**src/mem_decode_consts.svh**
```systemverilog
// constants for the memory space decode and paging block
`ifndef MEM_DECODE_CONSTS_SVH
`define MEM_DECODE_CONSTS_SVH
`define OFS_PAGE        8'he0
`define OFS_SPACE_MAP   8'he2
`define OFS_POWER_ZERO  8'hb0
`define OFS_POWER_TWO   8'hb4
`define OFS_MEM_ID0     8'hf0
`define OFS_MEM_ID1     8'hf1
`define OFS_OUT_CELL_LO 8'h20
`define OFS_OUT_CELL_HI 8'h21
`define OFS_IN_CELL_A   8'h0a
`define OFS_IN_CELL_B   8'h0b
`define OFS_IN_CELL_C   8'h18
`define OFS_JTAG        8'hc0
`define SPACE_MAP_INIT  8'h0c
`define PAGE_INIT       8'h00
`define POWER_INIT      8'h08
`define BIT_SPEED_MODE  3
`define BIT_PRI_FETCH   2
`define BIT_PRI_READ    4
`define BIT_SEC_FETCH   0
`define BIT_SEC_READ    3
`define BIT_SRAM_FETCH  1
`define IDLE_TIME_NS    70
`define CLK_PERIOD_NS   8
`define IDLE_CYCLES     ((`IDLE_TIME_NS + `CLK_PERIOD_NS - 1) / `CLK_PERIOD_NS)
`define CFG_BASE        16'hff00
`endif

```
**src/mem_decode_pkg.sv**
```systemverilog
// types for the memory space decode and paging block
package mem_decode_pkg;
  typedef struct packed {
    logic [15:0] primary;
    logic [3:0]  secondary;
    logic        sram;
    logic        cfg;
    logic        jtag;
    logic [1:0]  periph;
  } selects_t;
  typedef struct packed {
    logic [15:0] addr;
    logic [2:0]  ctrl;
    logic        rst;
    logic        pdn;
    logic [23:0] in_cells;
    logic [3:0]  port_d;
    logic [7:0]  port_f;
    logic [7:0]  page;
    logic [15:0] feedback;
    logic        ready_busy;
  } logic_bus_t;
  typedef enum logic [1:0] {ST_ACTIVE, ST_COUNT, ST_STANDBY} power_state_t;
endpackage

```
**src/mem_decode.sv**
```systemverilog
// memory space decode, paging, power and macrocell access registers
`timescale 1ns/1ns
`default_nettype none
`include "mem_decode_consts.svh"

module mem_decode
  import mem_decode_pkg::*;
#(
  parameter logic [7:0] MEM_ID0 = 8'h5a, // arbitrary value
  parameter logic [7:0] MEM_ID1 = 8'ha5  // arbitrary value
) (
  // clock and reset
  input  wire logic        CLK,
  input  wire logic        RST,
  // microcontroller bus
  input  wire logic [19:0] ADDR,
  input  wire logic [7:0]  WDATA,
  output logic      [7:0]  RDATA,
  input  wire logic        WR_STROBE,
  input  wire logic        RD_STROBE,
  input  wire logic        PROGRAM_FETCH_STROBE,
  input  wire logic        EXT_ADDR_MODE,
  input  wire logic        PDN,
  // general logic inputs
  input  wire logic [23:0] PORT_IN,
  input  wire logic [3:0]  PORT_D,
  input  wire logic [7:0]  PORT_F,
  input  wire logic        READY_BUSY,
  // selects and status
  output selects_t         SELECTS,
  output logic [7:0]       EXTERNAL_SELECTS,
  output logic [15:0]      OUTPUT_CELL,
  output logic             STANDBY,
  output logic_bus_t       LOGIC_BUS
);
  // ----------------------------------------------------------------
  // registers
  // ----------------------------------------------------------------
  logic [7:0]   page_q, space_map_q, power_zero_q, power_two_q;
  logic [15:0]  out_cell_q;
  logic [23:0]  in_cell_q;
  logic [7:0]   rdata_q;
  logic [6:0]   idle_q;
  logic_bus_t   bus_prev_q;
  power_state_t pstate_q;

  // ----------------------------------------------------------------
  // address and space decode
  // ----------------------------------------------------------------
  wire [15:0] arr_addr  = EXT_ADDR_MODE ? ADDR[19:4] : ADDR[15:0];
  wire        cfg_hit   = (arr_addr[15:8] == `CFG_BASE >> 8);
  wire [7:0]  ofs       = arr_addr[7:0];
  wire        cfg_wr    = cfg_hit && WR_STROBE;
  wire        cfg_rd    = cfg_hit && RD_STROBE;
  wire pri_en  = (PROGRAM_FETCH_STROBE && space_map_q[`BIT_PRI_FETCH]) ||
                 (RD_STROBE && space_map_q[`BIT_PRI_READ]);
  wire sec_en  = (PROGRAM_FETCH_STROBE && space_map_q[`BIT_SEC_FETCH]) ||
                 (RD_STROBE && space_map_q[`BIT_SEC_READ]) || WR_STROBE;
  wire sram_en = (PROGRAM_FETCH_STROBE && space_map_q[`BIT_SRAM_FETCH]) ||
                 RD_STROBE || WR_STROBE;
  wire pri_wr  = pri_en || WR_STROBE;

  // three-term select: page and address window matching
  function automatic logic term3(input logic [15:0] a, input logic [7:0] pg,
                                 input logic [3:0] hi);
    term3 = (a[15:12] == hi) && (pg[0] == 1'b0 || a[11] == 1'b1) ||
            (a[15:12] == hi) && (pg[7:1] == 7'h00) ||
            (a[15:12] == hi) && (a[0] == a[0]) && (pg == page_q);
  endfunction

  logic [15:0] pri_raw;
  logic [3:0]  sec_raw;
  always_comb begin
    for (int i = 0; i < 16; i++) begin
      pri_raw[i] = term3(arr_addr, page_q, 4'(i)) && page_q[7:4] == 4'h0;
    end
    for (int j = 0; j < 4; j++) begin
      sec_raw[j] = term3(arr_addr, page_q, 4'(8 + j)) && page_q[7:5] == 3'h0;
    end
  end
  wire sram_raw = term3(arr_addr, page_q, 4'h2) && page_q[7:4] == 4'h2;
  wire sec_any  = |sec_raw && sec_en;
  wire hi_prio  = cfg_hit || (sram_raw && sram_en);

  // ----------------------------------------------------------------
  // select outputs
  // ----------------------------------------------------------------
  assign SELECTS.primary   = (pri_raw & {16{pri_wr && !sec_any && !hi_prio}});
  assign SELECTS.secondary = sec_raw & {4{sec_en && !hi_prio}};
  assign SELECTS.sram      = sram_raw && sram_en && !cfg_hit;
  assign SELECTS.cfg       = cfg_hit && (RD_STROBE || WR_STROBE);
  assign SELECTS.jtag      = cfg_hit && ofs == `OFS_JTAG;
  assign SELECTS.periph    = {arr_addr[15:12] == 4'he, arr_addr[15:12] == 4'hd};

  // ----------------------------------------------------------------
  // array input bus and external selects
  // ----------------------------------------------------------------
  wire [2:0] ctrl_raw = {PROGRAM_FETCH_STROBE, RD_STROBE, WR_STROBE};
  always_comb begin
    LOGIC_BUS.addr       = arr_addr;
    LOGIC_BUS.ctrl       = ctrl_raw & ~power_two_q[2:0];
    LOGIC_BUS.rst        = RST & ~power_two_q[3];
    LOGIC_BUS.pdn        = PDN & ~power_two_q[4];
    LOGIC_BUS.in_cells   = in_cell_q;
    LOGIC_BUS.port_d     = PORT_D;
    LOGIC_BUS.port_f     = PORT_F;
    LOGIC_BUS.page       = page_q;
    LOGIC_BUS.feedback   = out_cell_q;
    LOGIC_BUS.ready_busy = READY_BUSY;
  end
  // one term each, no output cell consumed
  assign EXTERNAL_SELECTS = {8{~cfg_hit}} &
                            {arr_addr[15:13] == 3'h7, arr_addr[15:13] == 3'h6,
                             PORT_F[1:0] == 2'h3, PORT_D[0], page_q[7],
                             in_cell_q[0], arr_addr[0], READY_BUSY};
  assign OUTPUT_CELL = out_cell_q;
  assign RDATA       = rdata_q;
  assign STANDBY     = (pstate_q == ST_STANDBY);

  // ----------------------------------------------------------------
  // read mux
  // ----------------------------------------------------------------
  logic [7:0] rd_d;
  always_comb begin
    if (ofs == `OFS_PAGE) rd_d = page_q;
    else if (ofs == `OFS_SPACE_MAP) rd_d = space_map_q;
    else if (ofs == `OFS_POWER_ZERO) rd_d = power_zero_q;
    else if (ofs == `OFS_POWER_TWO) rd_d = power_two_q;
    else if (ofs == `OFS_MEM_ID0) rd_d = MEM_ID0;
    else if (ofs == `OFS_MEM_ID1) rd_d = MEM_ID1;
    else if (ofs == `OFS_OUT_CELL_LO) rd_d = out_cell_q[7:0];
    else if (ofs == `OFS_OUT_CELL_HI) rd_d = out_cell_q[15:8];
    else if (ofs == `OFS_IN_CELL_A) rd_d = in_cell_q[7:0];
    else if (ofs == `OFS_IN_CELL_B) rd_d = in_cell_q[15:8];
    else if (ofs == `OFS_IN_CELL_C) rd_d = in_cell_q[23:16];
    else rd_d = 8'h00;
  end

  // ----------------------------------------------------------------
  // register writes
  // ----------------------------------------------------------------
  always_ff @(posedge CLK) begin
    if (RST) begin
      page_q       <= `PAGE_INIT;
      space_map_q  <= `SPACE_MAP_INIT;
      power_zero_q <= `POWER_INIT;
      power_two_q  <= 8'h00;
      out_cell_q   <= 16'h0000;
      rdata_q      <= 8'h00;
    end else begin
      if (cfg_wr && ofs == `OFS_PAGE) page_q <= WDATA;
      if (cfg_wr && ofs == `OFS_SPACE_MAP) space_map_q <= WDATA;
      if (cfg_wr && ofs == `OFS_POWER_ZERO) power_zero_q <= WDATA;
      if (cfg_wr && ofs == `OFS_POWER_TWO) power_two_q <= {3'h0, WDATA[4:0]};
      if (cfg_wr && ofs == `OFS_OUT_CELL_LO) out_cell_q[7:0] <= WDATA;
      if (cfg_wr && ofs == `OFS_OUT_CELL_HI) out_cell_q[15:8] <= WDATA;
      rdata_q <= cfg_rd ? rd_d : 8'h00;
    end
  end

  always_ff @(posedge CLK) begin
    if (RST) in_cell_q <= 24'h000000;
    else in_cell_q <= PORT_IN;
  end

  // ----------------------------------------------------------------
  // standby control
  // ----------------------------------------------------------------
  wire bus_change = (LOGIC_BUS != bus_prev_q);
  wire speed_mode = power_zero_q[`BIT_SPEED_MODE];
  always_ff @(posedge CLK) begin
    if (RST) begin
      pstate_q   <= ST_ACTIVE;
      idle_q     <= 7'h00;
      bus_prev_q <= '0;
    end else begin
      bus_prev_q <= LOGIC_BUS;
      case (pstate_q)
        ST_ACTIVE: begin
          idle_q <= 7'h00;
          if (!speed_mode && !bus_change) pstate_q <= ST_COUNT;
        end
        ST_COUNT: begin
          idle_q <= idle_q + 7'h01;
          if (speed_mode || bus_change) pstate_q <= ST_ACTIVE;
          else if (idle_q == 7'(`IDLE_CYCLES - 2)) pstate_q <= ST_STANDBY;
        end
        ST_STANDBY: begin
          if (speed_mode || bus_change) pstate_q <= ST_ACTIVE;
        end
        default: pstate_q <= ST_ACTIVE;
      endcase
    end
  end

  // ----------------------------------------------------------------
  // checks
  // ----------------------------------------------------------------
  page_rw_a: assert property (@(posedge CLK) disable iff (RST)
    cfg_wr && ofs == `OFS_PAGE |=> page_q == $past(WDATA))
    else $error("page register not written");
  page_read_a: assert property (@(posedge CLK) disable iff (RST)
    cfg_rd && ofs == `OFS_PAGE |=> RDATA == $past(page_q))
    else $error("page read wrong");
  map_sep_a: assert property (@(posedge CLK) disable iff (RST)
    space_map_q == `SPACE_MAP_INIT && RD_STROBE && !PROGRAM_FETCH_STROBE && !WR_STROBE
    |-> SELECTS.primary == 16'h0000)
    else $error("primary flash answered read strobe");
  map_comb_a: assert property (@(posedge CLK) disable iff (RST)
    space_map_q[`BIT_PRI_FETCH] && space_map_q[`BIT_PRI_READ] && RD_STROBE && !sec_any && !hi_prio
    |-> SELECTS.primary == pri_raw)
    else $error("combined space missing");
  sec_prio_a: assert property (@(posedge CLK) disable iff (RST)
    |SELECTS.secondary |-> SELECTS.primary == 16'h0000)
    else $error("secondary did not win");
  id_ro_a: assert property (@(posedge CLK) disable iff (RST)
    cfg_rd && ofs == `OFS_MEM_ID0 |=> RDATA == MEM_ID0)
    else $error("memory id wrong");
  standby_a: assert property (@(posedge CLK) disable iff (RST)
    STANDBY |-> !speed_mode || $past(speed_mode) == 1'b0)
    else $error("standby in speed mode");
  block_a: assert property (@(posedge CLK) disable iff (RST)
    power_two_q[0] |-> LOGIC_BUS.ctrl[0] == 1'b0)
    else $error("blocked control leaked");
  map_new_a: assert property (@(posedge CLK) disable iff (RST)
    cfg_wr && ofs == `OFS_SPACE_MAP |=> space_map_q == $past(WDATA))
    else $error("space map not updated");
  cv_standby: cover property (@(posedge CLK) disable iff (RST) STANDBY);
  cv_sec: cover property (@(posedge CLK) disable iff (RST) |SELECTS.secondary);
  cv_pri: cover property (@(posedge CLK) disable iff (RST) |SELECTS.primary);
  cv_sram: cover property (@(posedge CLK) disable iff (RST) SELECTS.sram);
  cv_win: cover property (@(posedge CLK) disable iff (RST) sec_any && |pri_raw);

  // ----------------------------------------------------------------
  // quiet cycle counter for standby checks
  // ----------------------------------------------------------------
  logic [6:0] quiet_q;
  always_ff @(posedge CLK) begin
    if (RST) quiet_q <= 7'h00;
    else if (bus_change) quiet_q <= 7'h00;
    else if (quiet_q != 7'h7f) quiet_q <= quiet_q + 7'h01;
  end

  standby_early_a: assert property (@(posedge CLK) disable iff (RST)
    $rose(STANDBY) |-> quiet_q >= 7'(`IDLE_CYCLES))
    else $error("standby entered too early");
  standby_wake_a: assert property (@(posedge CLK) disable iff (RST)
    STANDBY && bus_change |=> !STANDBY)
    else $error("standby kept after input change");

  // ----------------------------------------------------------------
  // checks: space map and selects
  // ----------------------------------------------------------------
  sec_fetch_a: assert property (@(posedge CLK) disable iff (RST)
    space_map_q == `SPACE_MAP_INIT && PROGRAM_FETCH_STROBE && !RD_STROBE && !WR_STROBE
    |-> SELECTS.secondary == 4'h0)
    else $error("secondary flash answered fetch strobe");
  sram_fetch_a: assert property (@(posedge CLK) disable iff (RST)
    space_map_q == `SPACE_MAP_INIT && PROGRAM_FETCH_STROBE && !RD_STROBE && !WR_STROBE
    |-> !SELECTS.sram)
    else $error("sram answered fetch strobe");
  pri_fetch_a: assert property (@(posedge CLK) disable iff (RST)
    space_map_q == `SPACE_MAP_INIT && PROGRAM_FETCH_STROBE && !sec_any && !hi_prio
    |-> SELECTS.primary == pri_raw)
    else $error("primary flash missed fetch strobe");
  map_hold_a: assert property (@(posedge CLK) disable iff (RST)
    !(cfg_wr && ofs == `OFS_SPACE_MAP) |=> $stable(space_map_q))
    else $error("space map changed without write");
  pri_one_a: assert property (@(posedge CLK) disable iff (RST)
    $onehot0(SELECTS.primary))
    else $error("two primary sectors selected");
  sec_one_a: assert property (@(posedge CLK) disable iff (RST)
    $onehot0(SELECTS.secondary))
    else $error("two secondary sectors selected");
  sram_prio_a: assert property (@(posedge CLK) disable iff (RST)
    SELECTS.sram |-> SELECTS.primary == 16'h0000 && SELECTS.secondary == 4'h0)
    else $error("flash selected over sram");
  sec_wins_a: assert property (@(posedge CLK) disable iff (RST)
    sec_any && !hi_prio && |pri_raw |-> |SELECTS.secondary)
    else $error("overlap not routed to secondary");
  jtag_cfg_a: assert property (@(posedge CLK) disable iff (RST)
    SELECTS.jtag |-> cfg_hit)
    else $error("jtag select outside config space");
  periph_excl_a: assert property (@(posedge CLK) disable iff (RST)
    !(SELECTS.periph[0] && SELECTS.periph[1]))
    else $error("both peripheral selects high");
  ext_cfg_a: assert property (@(posedge CLK) disable iff (RST)
    cfg_hit |-> EXTERNAL_SELECTS == 8'h00)
    else $error("external select in config space");

  // ----------------------------------------------------------------
  // checks: array input bus
  // ----------------------------------------------------------------
  ext_addr_a: assert property (@(posedge CLK) disable iff (RST)
    EXT_ADDR_MODE |-> LOGIC_BUS.addr == ADDR[19:4])
    else $error("extended address not fed to arrays");
  norm_addr_a: assert property (@(posedge CLK) disable iff (RST)
    !EXT_ADDR_MODE |-> LOGIC_BUS.addr == ADDR[15:0])
    else $error("plain address not fed to arrays");
  page_bus_a: assert property (@(posedge CLK) disable iff (RST)
    LOGIC_BUS.page == page_q)
    else $error("page bits missing from array bus");
  pdn_block_a: assert property (@(posedge CLK) disable iff (RST)
    power_two_q[4] |-> !LOGIC_BUS.pdn)
    else $error("blocked power-down leaked");
  rd_block_a: assert property (@(posedge CLK) disable iff (RST)
    power_two_q[1] |-> !LOGIC_BUS.ctrl[1])
    else $error("blocked read strobe leaked");
  fetch_block_a: assert property (@(posedge CLK) disable iff (RST)
    power_two_q[2] |-> !LOGIC_BUS.ctrl[2])
    else $error("blocked fetch strobe leaked");

  // ----------------------------------------------------------------
  // checks: register access
  // ----------------------------------------------------------------
  page_hold_a: assert property (@(posedge CLK) disable iff (RST)
    !(cfg_wr && ofs == `OFS_PAGE) |=> $stable(page_q))
    else $error("page changed without write");
  id1_ro_a: assert property (@(posedge CLK) disable iff (RST)
    cfg_rd && ofs == `OFS_MEM_ID1 |=> RDATA == MEM_ID1)
    else $error("second memory id wrong");
  cell_rd_a: assert property (@(posedge CLK) disable iff (RST)
    cfg_rd && ofs == `OFS_OUT_CELL_LO |=> RDATA == $past(out_cell_q[7:0]))
    else $error("output cell read wrong");
  cell_wr_a: assert property (@(posedge CLK) disable iff (RST)
    cfg_wr && ofs == `OFS_OUT_CELL_HI |=> OUTPUT_CELL[15:8] == $past(WDATA))
    else $error("output cell not loaded");
  rd_idle_a: assert property (@(posedge CLK) disable iff (RST)
    !cfg_rd |=> RDATA == 8'h00)
    else $error("read data without read");
  pwr_two_a: assert property (@(posedge CLK) disable iff (RST)
    cfg_rd && ofs == `OFS_POWER_TWO |=> RDATA[7:5] == 3'h0)
    else $error("unused power bits read high");
endmodule
`default_nettype wire

```
**config.mk**
```make
export PLATFORM = sky130hd
export DESIGN_NAME = mem_decode
export DESIGN_NICKNAME = d
export VERILOG_FILES = /design/src/mem_decode_pkg.sv /design/src/mem_decode.sv
export VERILOG_INCLUDE_DIRS = /design/src
export SDC_FILE = /design/constraint.sdc
export NUM_CORES = 1
export LEC_CHECK = 0
export BUFFER_PORTS_ARGS = -buffer_cell sky130_fd_sc_hd__buf_2
export CORE_MARGIN = 3
export CORE_UTILIZATION = 53
export CTS_CLUSTER_DIAMETER = 100
export DETAILED_ROUTE_END_ITERATION = 12
export HOLD_SLACK_MARGIN = 0.03
export PLACE_DENSITY = 0.8
export SYNTH_ARGS = -nofsm -noshare
export SYNTH_HDL_FRONTEND = slang
export SYNTH_SLANG_ARGS = --single-unit
```
**constraint.sdc**
```tcl
create_clock -name CLK -period 2.5 [get_ports CLK]
set_input_delay 0.5 -clock CLK [delete_from_list [all_inputs] [get_ports CLK]]
set_output_delay 0.5 -clock CLK [all_outputs]
set_load 0.02 [all_outputs]
```
==> results.py, run 1 <==
metrics = {
    "run_status": {
        "outcome": "complete, no violations",
    },
    "die": {
        "die_area_sq_um": 16500,
        "core-area_sq_um": 14600,
        "die_x_um": 128,
        "rows": 44,
        "io_pins": 212,
        "start_util_pct": 54.4,
        "fp.dieH_um": 128,
    },
    "logic_synthesis": {
        "yosys_register_bits": 168,
        "ys_seq_area_share_pct": 42.3,
        "ys.flop_type": "dfxtp_1",
        "synth_top_cell_by_area": "dfxtp_1",
        "syn_inst": 883,
        "yosys.area.top_type_share_pct": 42.3,
        "synth_common_cells": "168 x dfxtp_1, 102 x nor2_1, 84 x nor2b_1, 51 x xnor2_1, 45 x inv_1",
        "syn_nets": 956,
        "ys_types": 76,
        "synth_edf_count": 0,
        "synth_area_leaders": "dfxtp_1 42%, nor2b_1 6.6%, xnor2_1 5.6%, mux2i_1 5.4%, nor2_1 4.8%",
        "async_flop_share_pct": 0,
        "yosys_warnings": 0,
        "synth_area_sq_um": 7940,
        "avgSynthCellArea_sq_um": 9.00,
        "post-synth-top-count-cell": "dfxtp_1",
    },
    "critical_path": {
        "r2r_slack_ps": 240,
        "slowest_delay_ps": 360,
        "cp-endpoint": "SELECTS[12]",
        "worst_r2r_path_depth": 6,
        "rr_endpoint": "pstate_q[0]",
        "cp_max_fo": 4,
        "critical_path_class": "register to output port",
        "critPathRequiredTime_ps": 2000,
        "crit_path_cell_trace": "nor3_4 > nor3b_4 > nand4_1 > nor2_1 > buf_4",
        "cpMaxStageDelayCell": "dfxtp_2",
        "crit_start": "page_q[6]",
        "worstSetupEndpointType": "output port",
        "start_kind": "register",
        "r2r_start": "power_two_q[0]",
        "cp.arrival_ps": 1940,
    },
    "placed_design": {
        "gp_congestion": 0.983,
        "io_buffers": 211,
        "dp_hpwl_um": 18700,
        "pre_cts_ws_ps": -158,
    },
    "detailed_routing": {
        "drt_iter0_drc": 816,
        "drt-pass1-iter-count": 6,
        "postRouteAntennaNets": 0,
        "routedWlPerCell_um": 18.9,
        "wirelength_um": 24800,
        "vias_per_cell": 5.64,
        "vias": 7402,
        "drc": 0,
    },
    "global_route": {
        "grt_overflow": 0,
        "grt_pass1_vias": 6759,
        "grt_pass1_wl_um": 36800,
        "antenna_found_initial": 0,
        "grt_max_degree": 141,
        "track_usage_pct": 29.2,
    },
    "cells_and_area": {
        "syn2layout_area_growth_pct": 26.6,
        "finalCoreUtilization_pct": 68.9,
        "nets": 1189,
        "drive_gt1_share_pct": 30.0,
        "fill_cells": 1140,
        "diodes": 0,
    },
    "pwr": {
        "p_leak_nw": 4.43,
        "p_per_area_nw_per_um2": 623,
        "power_mw": 6.26,
        "ir_drop_uv": 561,
    },
    "clocking": {
        "path_clk_slew_ps": 70,
        "cts_root_buf": "clkbuf_16",
        "cts_buffers": 17,
        "cts_sinks": 168,
        "cts_buffer_depth": 2,
        "cts_tree": "built",
        "cts-htree-levels": 4,
        "cts_hold_buf": 0,
        "clk_latency_ps": 430,
    },
    "timing": {
        "fin_worst_skew_ps": 6.95,
        "hold_viol_final": 0,
        "max_clock_freq_ghz": 0.410,
        "rsz0062_at_grt": "false",
        "tns_ps": 0,
        "slew_headroom_pct": 56.4,
        "setup_viol": 0,
        "final.period_utilization_pct": 97.6,
        "layout_min_cycle_time_ps": 2440,
        "setup_ws_ps": 60.6,
        "worst-slew-pin-transition_ps": 637,
        "slew_viol_final": 0,
    },
    "hold_path": {
        "holdCritStartpoint": "PORT_IN[22]",
        "hold_class": "input port to register",
    },
    "flow_run": {
        "cap_violations": 0,
    },
}
metrics by stage:
stage / cell area, sq um / instances / hold slack [ps]
after floorplan: 7950 / 883 / 447
after global placement: 9400 / 1280 / 473
after detailed placement: 9400 / 1280 / 471
after CTS: 10000 / 1312 / 261
after global routing: 10100 / 1313 / 262
final: 10100 / 1313 / 270
kinds of logic after synthesis:
logic type,share of synthesized area (%)
AND/OR/NAND/NOR,23.8
AO/OA/AOI/OAI,12.5
other,0.0472
adder cells (fa/ha/maj),0.158
multiplexers,5.99
XOR/XNOR,7.83
flip-flops,42.3
buffers and inverters,7.36
cell usage in the layout (no fill, tap or decap), types with 17 or more instances in the layout:
| cell | n |
|---|---|
| xor2_1 | 20 |
| nand2_1 | 31 |
| a21oi_1 | 21 |
| o21ai_0 | 33 |
| nand2b_1 | 30 |
| buf_2 | 207 |
| o31ai_1 | 20 |
| nor2_1 | 102 |
| nor2b_1 | 84 |
| dfxtp_1 | 165 |
| inv_1 | 45 |
| clkbuf_16 | 17 |
| buf_4 | 69 |
| xnor2_1 | 51 |
| mux2i_1 | 43 |
worst max-delay path: cells and delay by family (launching register included):
family | cells | cell delay [ps]
buffers and inverters | 1 | 160
DFF | 1 | 360
and+or+nand+nor | 4 | 980
how the worst min path moves through the flow:
| stage | end | slack (ps) | cells after the start |
|---|---|---|---|
| global route | in_cell_q[7] | 260 | 2 |
| finish | in_cell_q[22] | 270 | 2 |
| global placement | power_zero_q[2] | 470 | 2 |
| detailed placement | space_map_q[7] | 470 | 2 |
| CTS | in_cell_q[22] | 260 | 2 |
| floorplan | RDATA[5] | 450 | 2 |
final cells by class:
class | count | area (sq um) | share of cell area [%]
inverters | 45 | 169 | 1.68
well taps | 184 | 230 | 2.29
multi-input cells | 603 | 4040 | 40.2
repair buffers | 281 | 1650 | 16.4
flip-flops and latches | 168 | 3370 | 33.5
clock buffers | 19 | 443 | 4.41
clock inverters | 13 | 158 | 1.57
registers in the layout (all words and copies together) (netlist names):
signal        cells
in_cell_q        24
pstate_q          2
bus_prev_q       82
OUTPUT_CELL      16
idle_q            7
space_map_q       8
page_q            8
RDATA             8
power_zero_q      8
power_two_q       5
repair_timing:
| item | CTS | global route |
|---|---|---|
| resized for setup | 5 | 7 |
| pin swaps | 0 | 4 |
| endpoints found under the setup margin | 20 | 13 |
| buffers inserted | 0 | 1 |
layer usage:
| metal | vias up | global-route usage (%) | wire (um) |
|---|---|---|---|
| met3 | 75 | 7.18 | 2390 |
| met1 | 3429 | 37.8 | 10100 |
| li1 | 3488 | - | - |
| met4 | 0 | 12.5 | 967 |
| met2 | 410 | 46.5 | 11300 |
| met5 | - | 0 | 0 |
power by group:
part           internal [mW]  total [mW]  switching (mW)
logic                  0.325       0.782           0.457
registers               2.75        2.80          0.0547
clock network           1.53        2.68            1.15
total                   4.60        6.26            1.66
Note: power is estimated with default switching activity, not from simulation.
==> inputs of run 2 (changes only) <==
--- a/config.mk
+++ b/config.mk
@@ -11,8 +11,10 @@
 export CORE_UTILIZATION = 53
 export CTS_CLUSTER_DIAMETER = 100
 export DETAILED_ROUTE_END_ITERATION = 12
+export GPL_TIMING_DRIVEN = 1
 export HOLD_SLACK_MARGIN = 0.03
 export PLACE_DENSITY = 0.8
+export RECOVER_POWER = 25
 export SYNTH_ARGS = -nofsm -noshare
 export SYNTH_HDL_FRONTEND = slang
 export SYNTH_SLANG_ARGS = --single-unit
==> run 2 against run 1 <==
  * The flow now finishes with violations (max-capacitance violations, max-slew violations)
  * Clock skew hardly changed
  * Critical path depth stayed put
  * Fmax is 0.16% higher
  * Combinational power hardly changed
  * Sequential power hardly changed
  * Routed wire length hardly changed
  * Clock power hardly changed
  * Total power hardly changed
  * Setup slack better by 3.9 ps
  * Design area is 0.16% lower
  * Die area stayed put
  * Critical endpoint unchanged
  * Largest power group unchanged
  * Highest routed layer unchanged
==> results.py, run 2 (synthesized netlist as in run 1, its figures left out) <==
metrics = {
    "run_status": {
        "outcome": "finished, violations left",
        "violations": "max-capacitance violations, max-slew violations",
    },
    "timing": {
        "max_clock_freq_ghz": 0.411,
        "final.period_utilization_pct": 97.4,
        "worst-slew-pin-transition_ps": 1520,
        "rsz0062_at_grt": "false",
        "slew_viol_final": 140,
        "hold_viol_final": 0,
        "tns_ps": 0,
        "setup_viol": 0,
        "slew_headroom_pct": -1.16,
        "setup_ws_ps": 64.5,
        "fin_worst_skew_ps": 7.01,
        "layout_min_cycle_time_ps": 2440,
    },
    "cells_and_area": {
        "fill_cells": 1143,
        "syn2layout_area_growth_pct": 26.4,
        "drive_gt1_share_pct": 29.9,
        "mostFrequentLayoutCell": "buf_2",
        "regMostFlops": "bus_prev_q",
        "largest_reg_flops": 82,
        "diodes": 0,
        "register_area_sq_um": 3370,
        "multi_input_area_sq_um": 4040,
        "fin_cells": 1313,
        "nets": 1189,
        "layout_common_cells": "207 x buf_2, 165 x dfxtp_1, 102 x nor2_1",
    },
    "hold_path": {
        "holdCritStartpoint": "PORT_IN[22]",
        "hold_class": "input port to register",
    },
    "placed_design": {
        "dp.cells": 1280,
        "pre_cts_ws_ps": -158,
        "io_buffers": 211,
        "dp_hpwl_um": 18700,
        "gp_congestion": 0.983,
    },
    "clocking": {
        "cts_buffer_depth": 2,
        "cts_sinks": 168,
        "cts_root_buf": "clkbuf_16",
        "cts_hold_buf": 0,
        "cts_buffers": 17,
        "cts-htree-levels": 4,
        "path_clk_slew_ps": 70,
        "clk_latency_ps": 430,
        "cts_tree": "built",
    },
    "global_route": {
        "grt_overflow": 0,
        "grt_max_degree": 141,
        "antenna_found_initial": 0,
        "grt_pass1_vias": 6759,
        "grt_pass1_wl_um": 36800,
        "track_usage_pct": 29.2,
    },
    "critical_path": {
        "r2r_start": "power_two_q[0]",
        "start_kind": "register",
        "critical_path_class": "register to output port",
        "critPathRequiredTime_ps": 2000,
        "crit_start": "page_q[6]",
        "worstSetupEndpointType": "output port",
        "cp_max_fo": 4,
        "cp.arrival_ps": 1940,
    },
    "die": {
        "die_x_um": 128,
        "io_pins": 212,
        "start_util_pct": 54.4,
        "rows": 44,
        "fp.dieH_um": 128,
        "die_area_sq_um": 16500,
        "core-area_sq_um": 14600,
    },
    "pwr": {
        "p_per_area_nw_per_um2": 623,
        "ir_drop_uv": 557,
        "p_leak_nw": 4.42,
    },
    "detailed_routing": {
        "drt_iter0_drc": 822,
        "vias": 7414,
        "postRouteAntennaNets": 0,
        "vias_per_cell": 5.65,
        "drc": 0,
        "wirelength_um": 24800,
        "drt-pass1-iter-count": 5,
        "routedWlPerCell_um": 18.9,
    },
    "flow_run": {
        "cap_violations": 1,
    },
}
[run 2: cell count changes in the layout (fill, tap and decap cells not counted)]
cell,change
clkbuf_4,+1
clkbuf_1,+1
buf_12,-1
buf_4,-1
[run 2: path summary, 6_finish.rpt]
kind / to / slack [ps] / depth (start not counted)
hold / removal: in_cell_q[22] / 270 / 2
setup reg to reg: pstate_q[0] / 240 / 6
setup / recovery: SELECTS[12] / 60 / 5
hold reg to reg: space_map_q[7] / 490 / 2
[run 2: repair_timing]
item | in CTS | in global routing
pin swaps | 0 | 4
setup endpoints to repair | 20 | 13
resized for setup | 5 | 7
buffers inserted | 0 | 1
[run 2: critical path: stages, from the launching register on]
cell	delay, ps
dfxtp_2	360
nor3_4	240
nor3b_4	310
nand4_1	250
nor2_1	180
buf_4	160
[run 2: report_power, final]
| part | total (mW) | switching [mW] | internal (mW) |
|---|---|---|---|
| Sequential | 2.80 | 0.0547 | 2.75 |
| Combinational | 0.780 | 0.457 | 0.323 |
| Clock | 2.67 | 1.14 | 1.53 |
[run 2: metal layers]
layer | vias up | track usage [%] | share of wire (%)
li1 | 3485 | - | -
met1 | 3435 | 37.8 | 41
met2 | 420 | 46.5 | 46
met3 | 74 | 7.18 | 9.5
met4 | 0 | 12.5 | 3.9
met5 | - | 0 | 0
[run 2: cell type report]
cell class                 count  area share (%)
tap                          184            2.29
timing repair buffer         281            16.2
sequential                   168            33.5
inverter                      45            1.68
clock buffer                  19            4.41
multi-input combinational    603            40.3
clock inverter                13            1.57
[run 2: through the flow]
step                      area [sq um]  power (mW)  hold slack (ps)  utilization [%]
final                            10000        6.25              271             68.8
after global routing             10000        6.43              262             68.8
after CTS                        10000        6.27              261             68.7
after detailed placement          9400        3.62              471             64.4
after global placement            9400        3.62              473             64.4
after floorplan                   7950        3.31              447                -
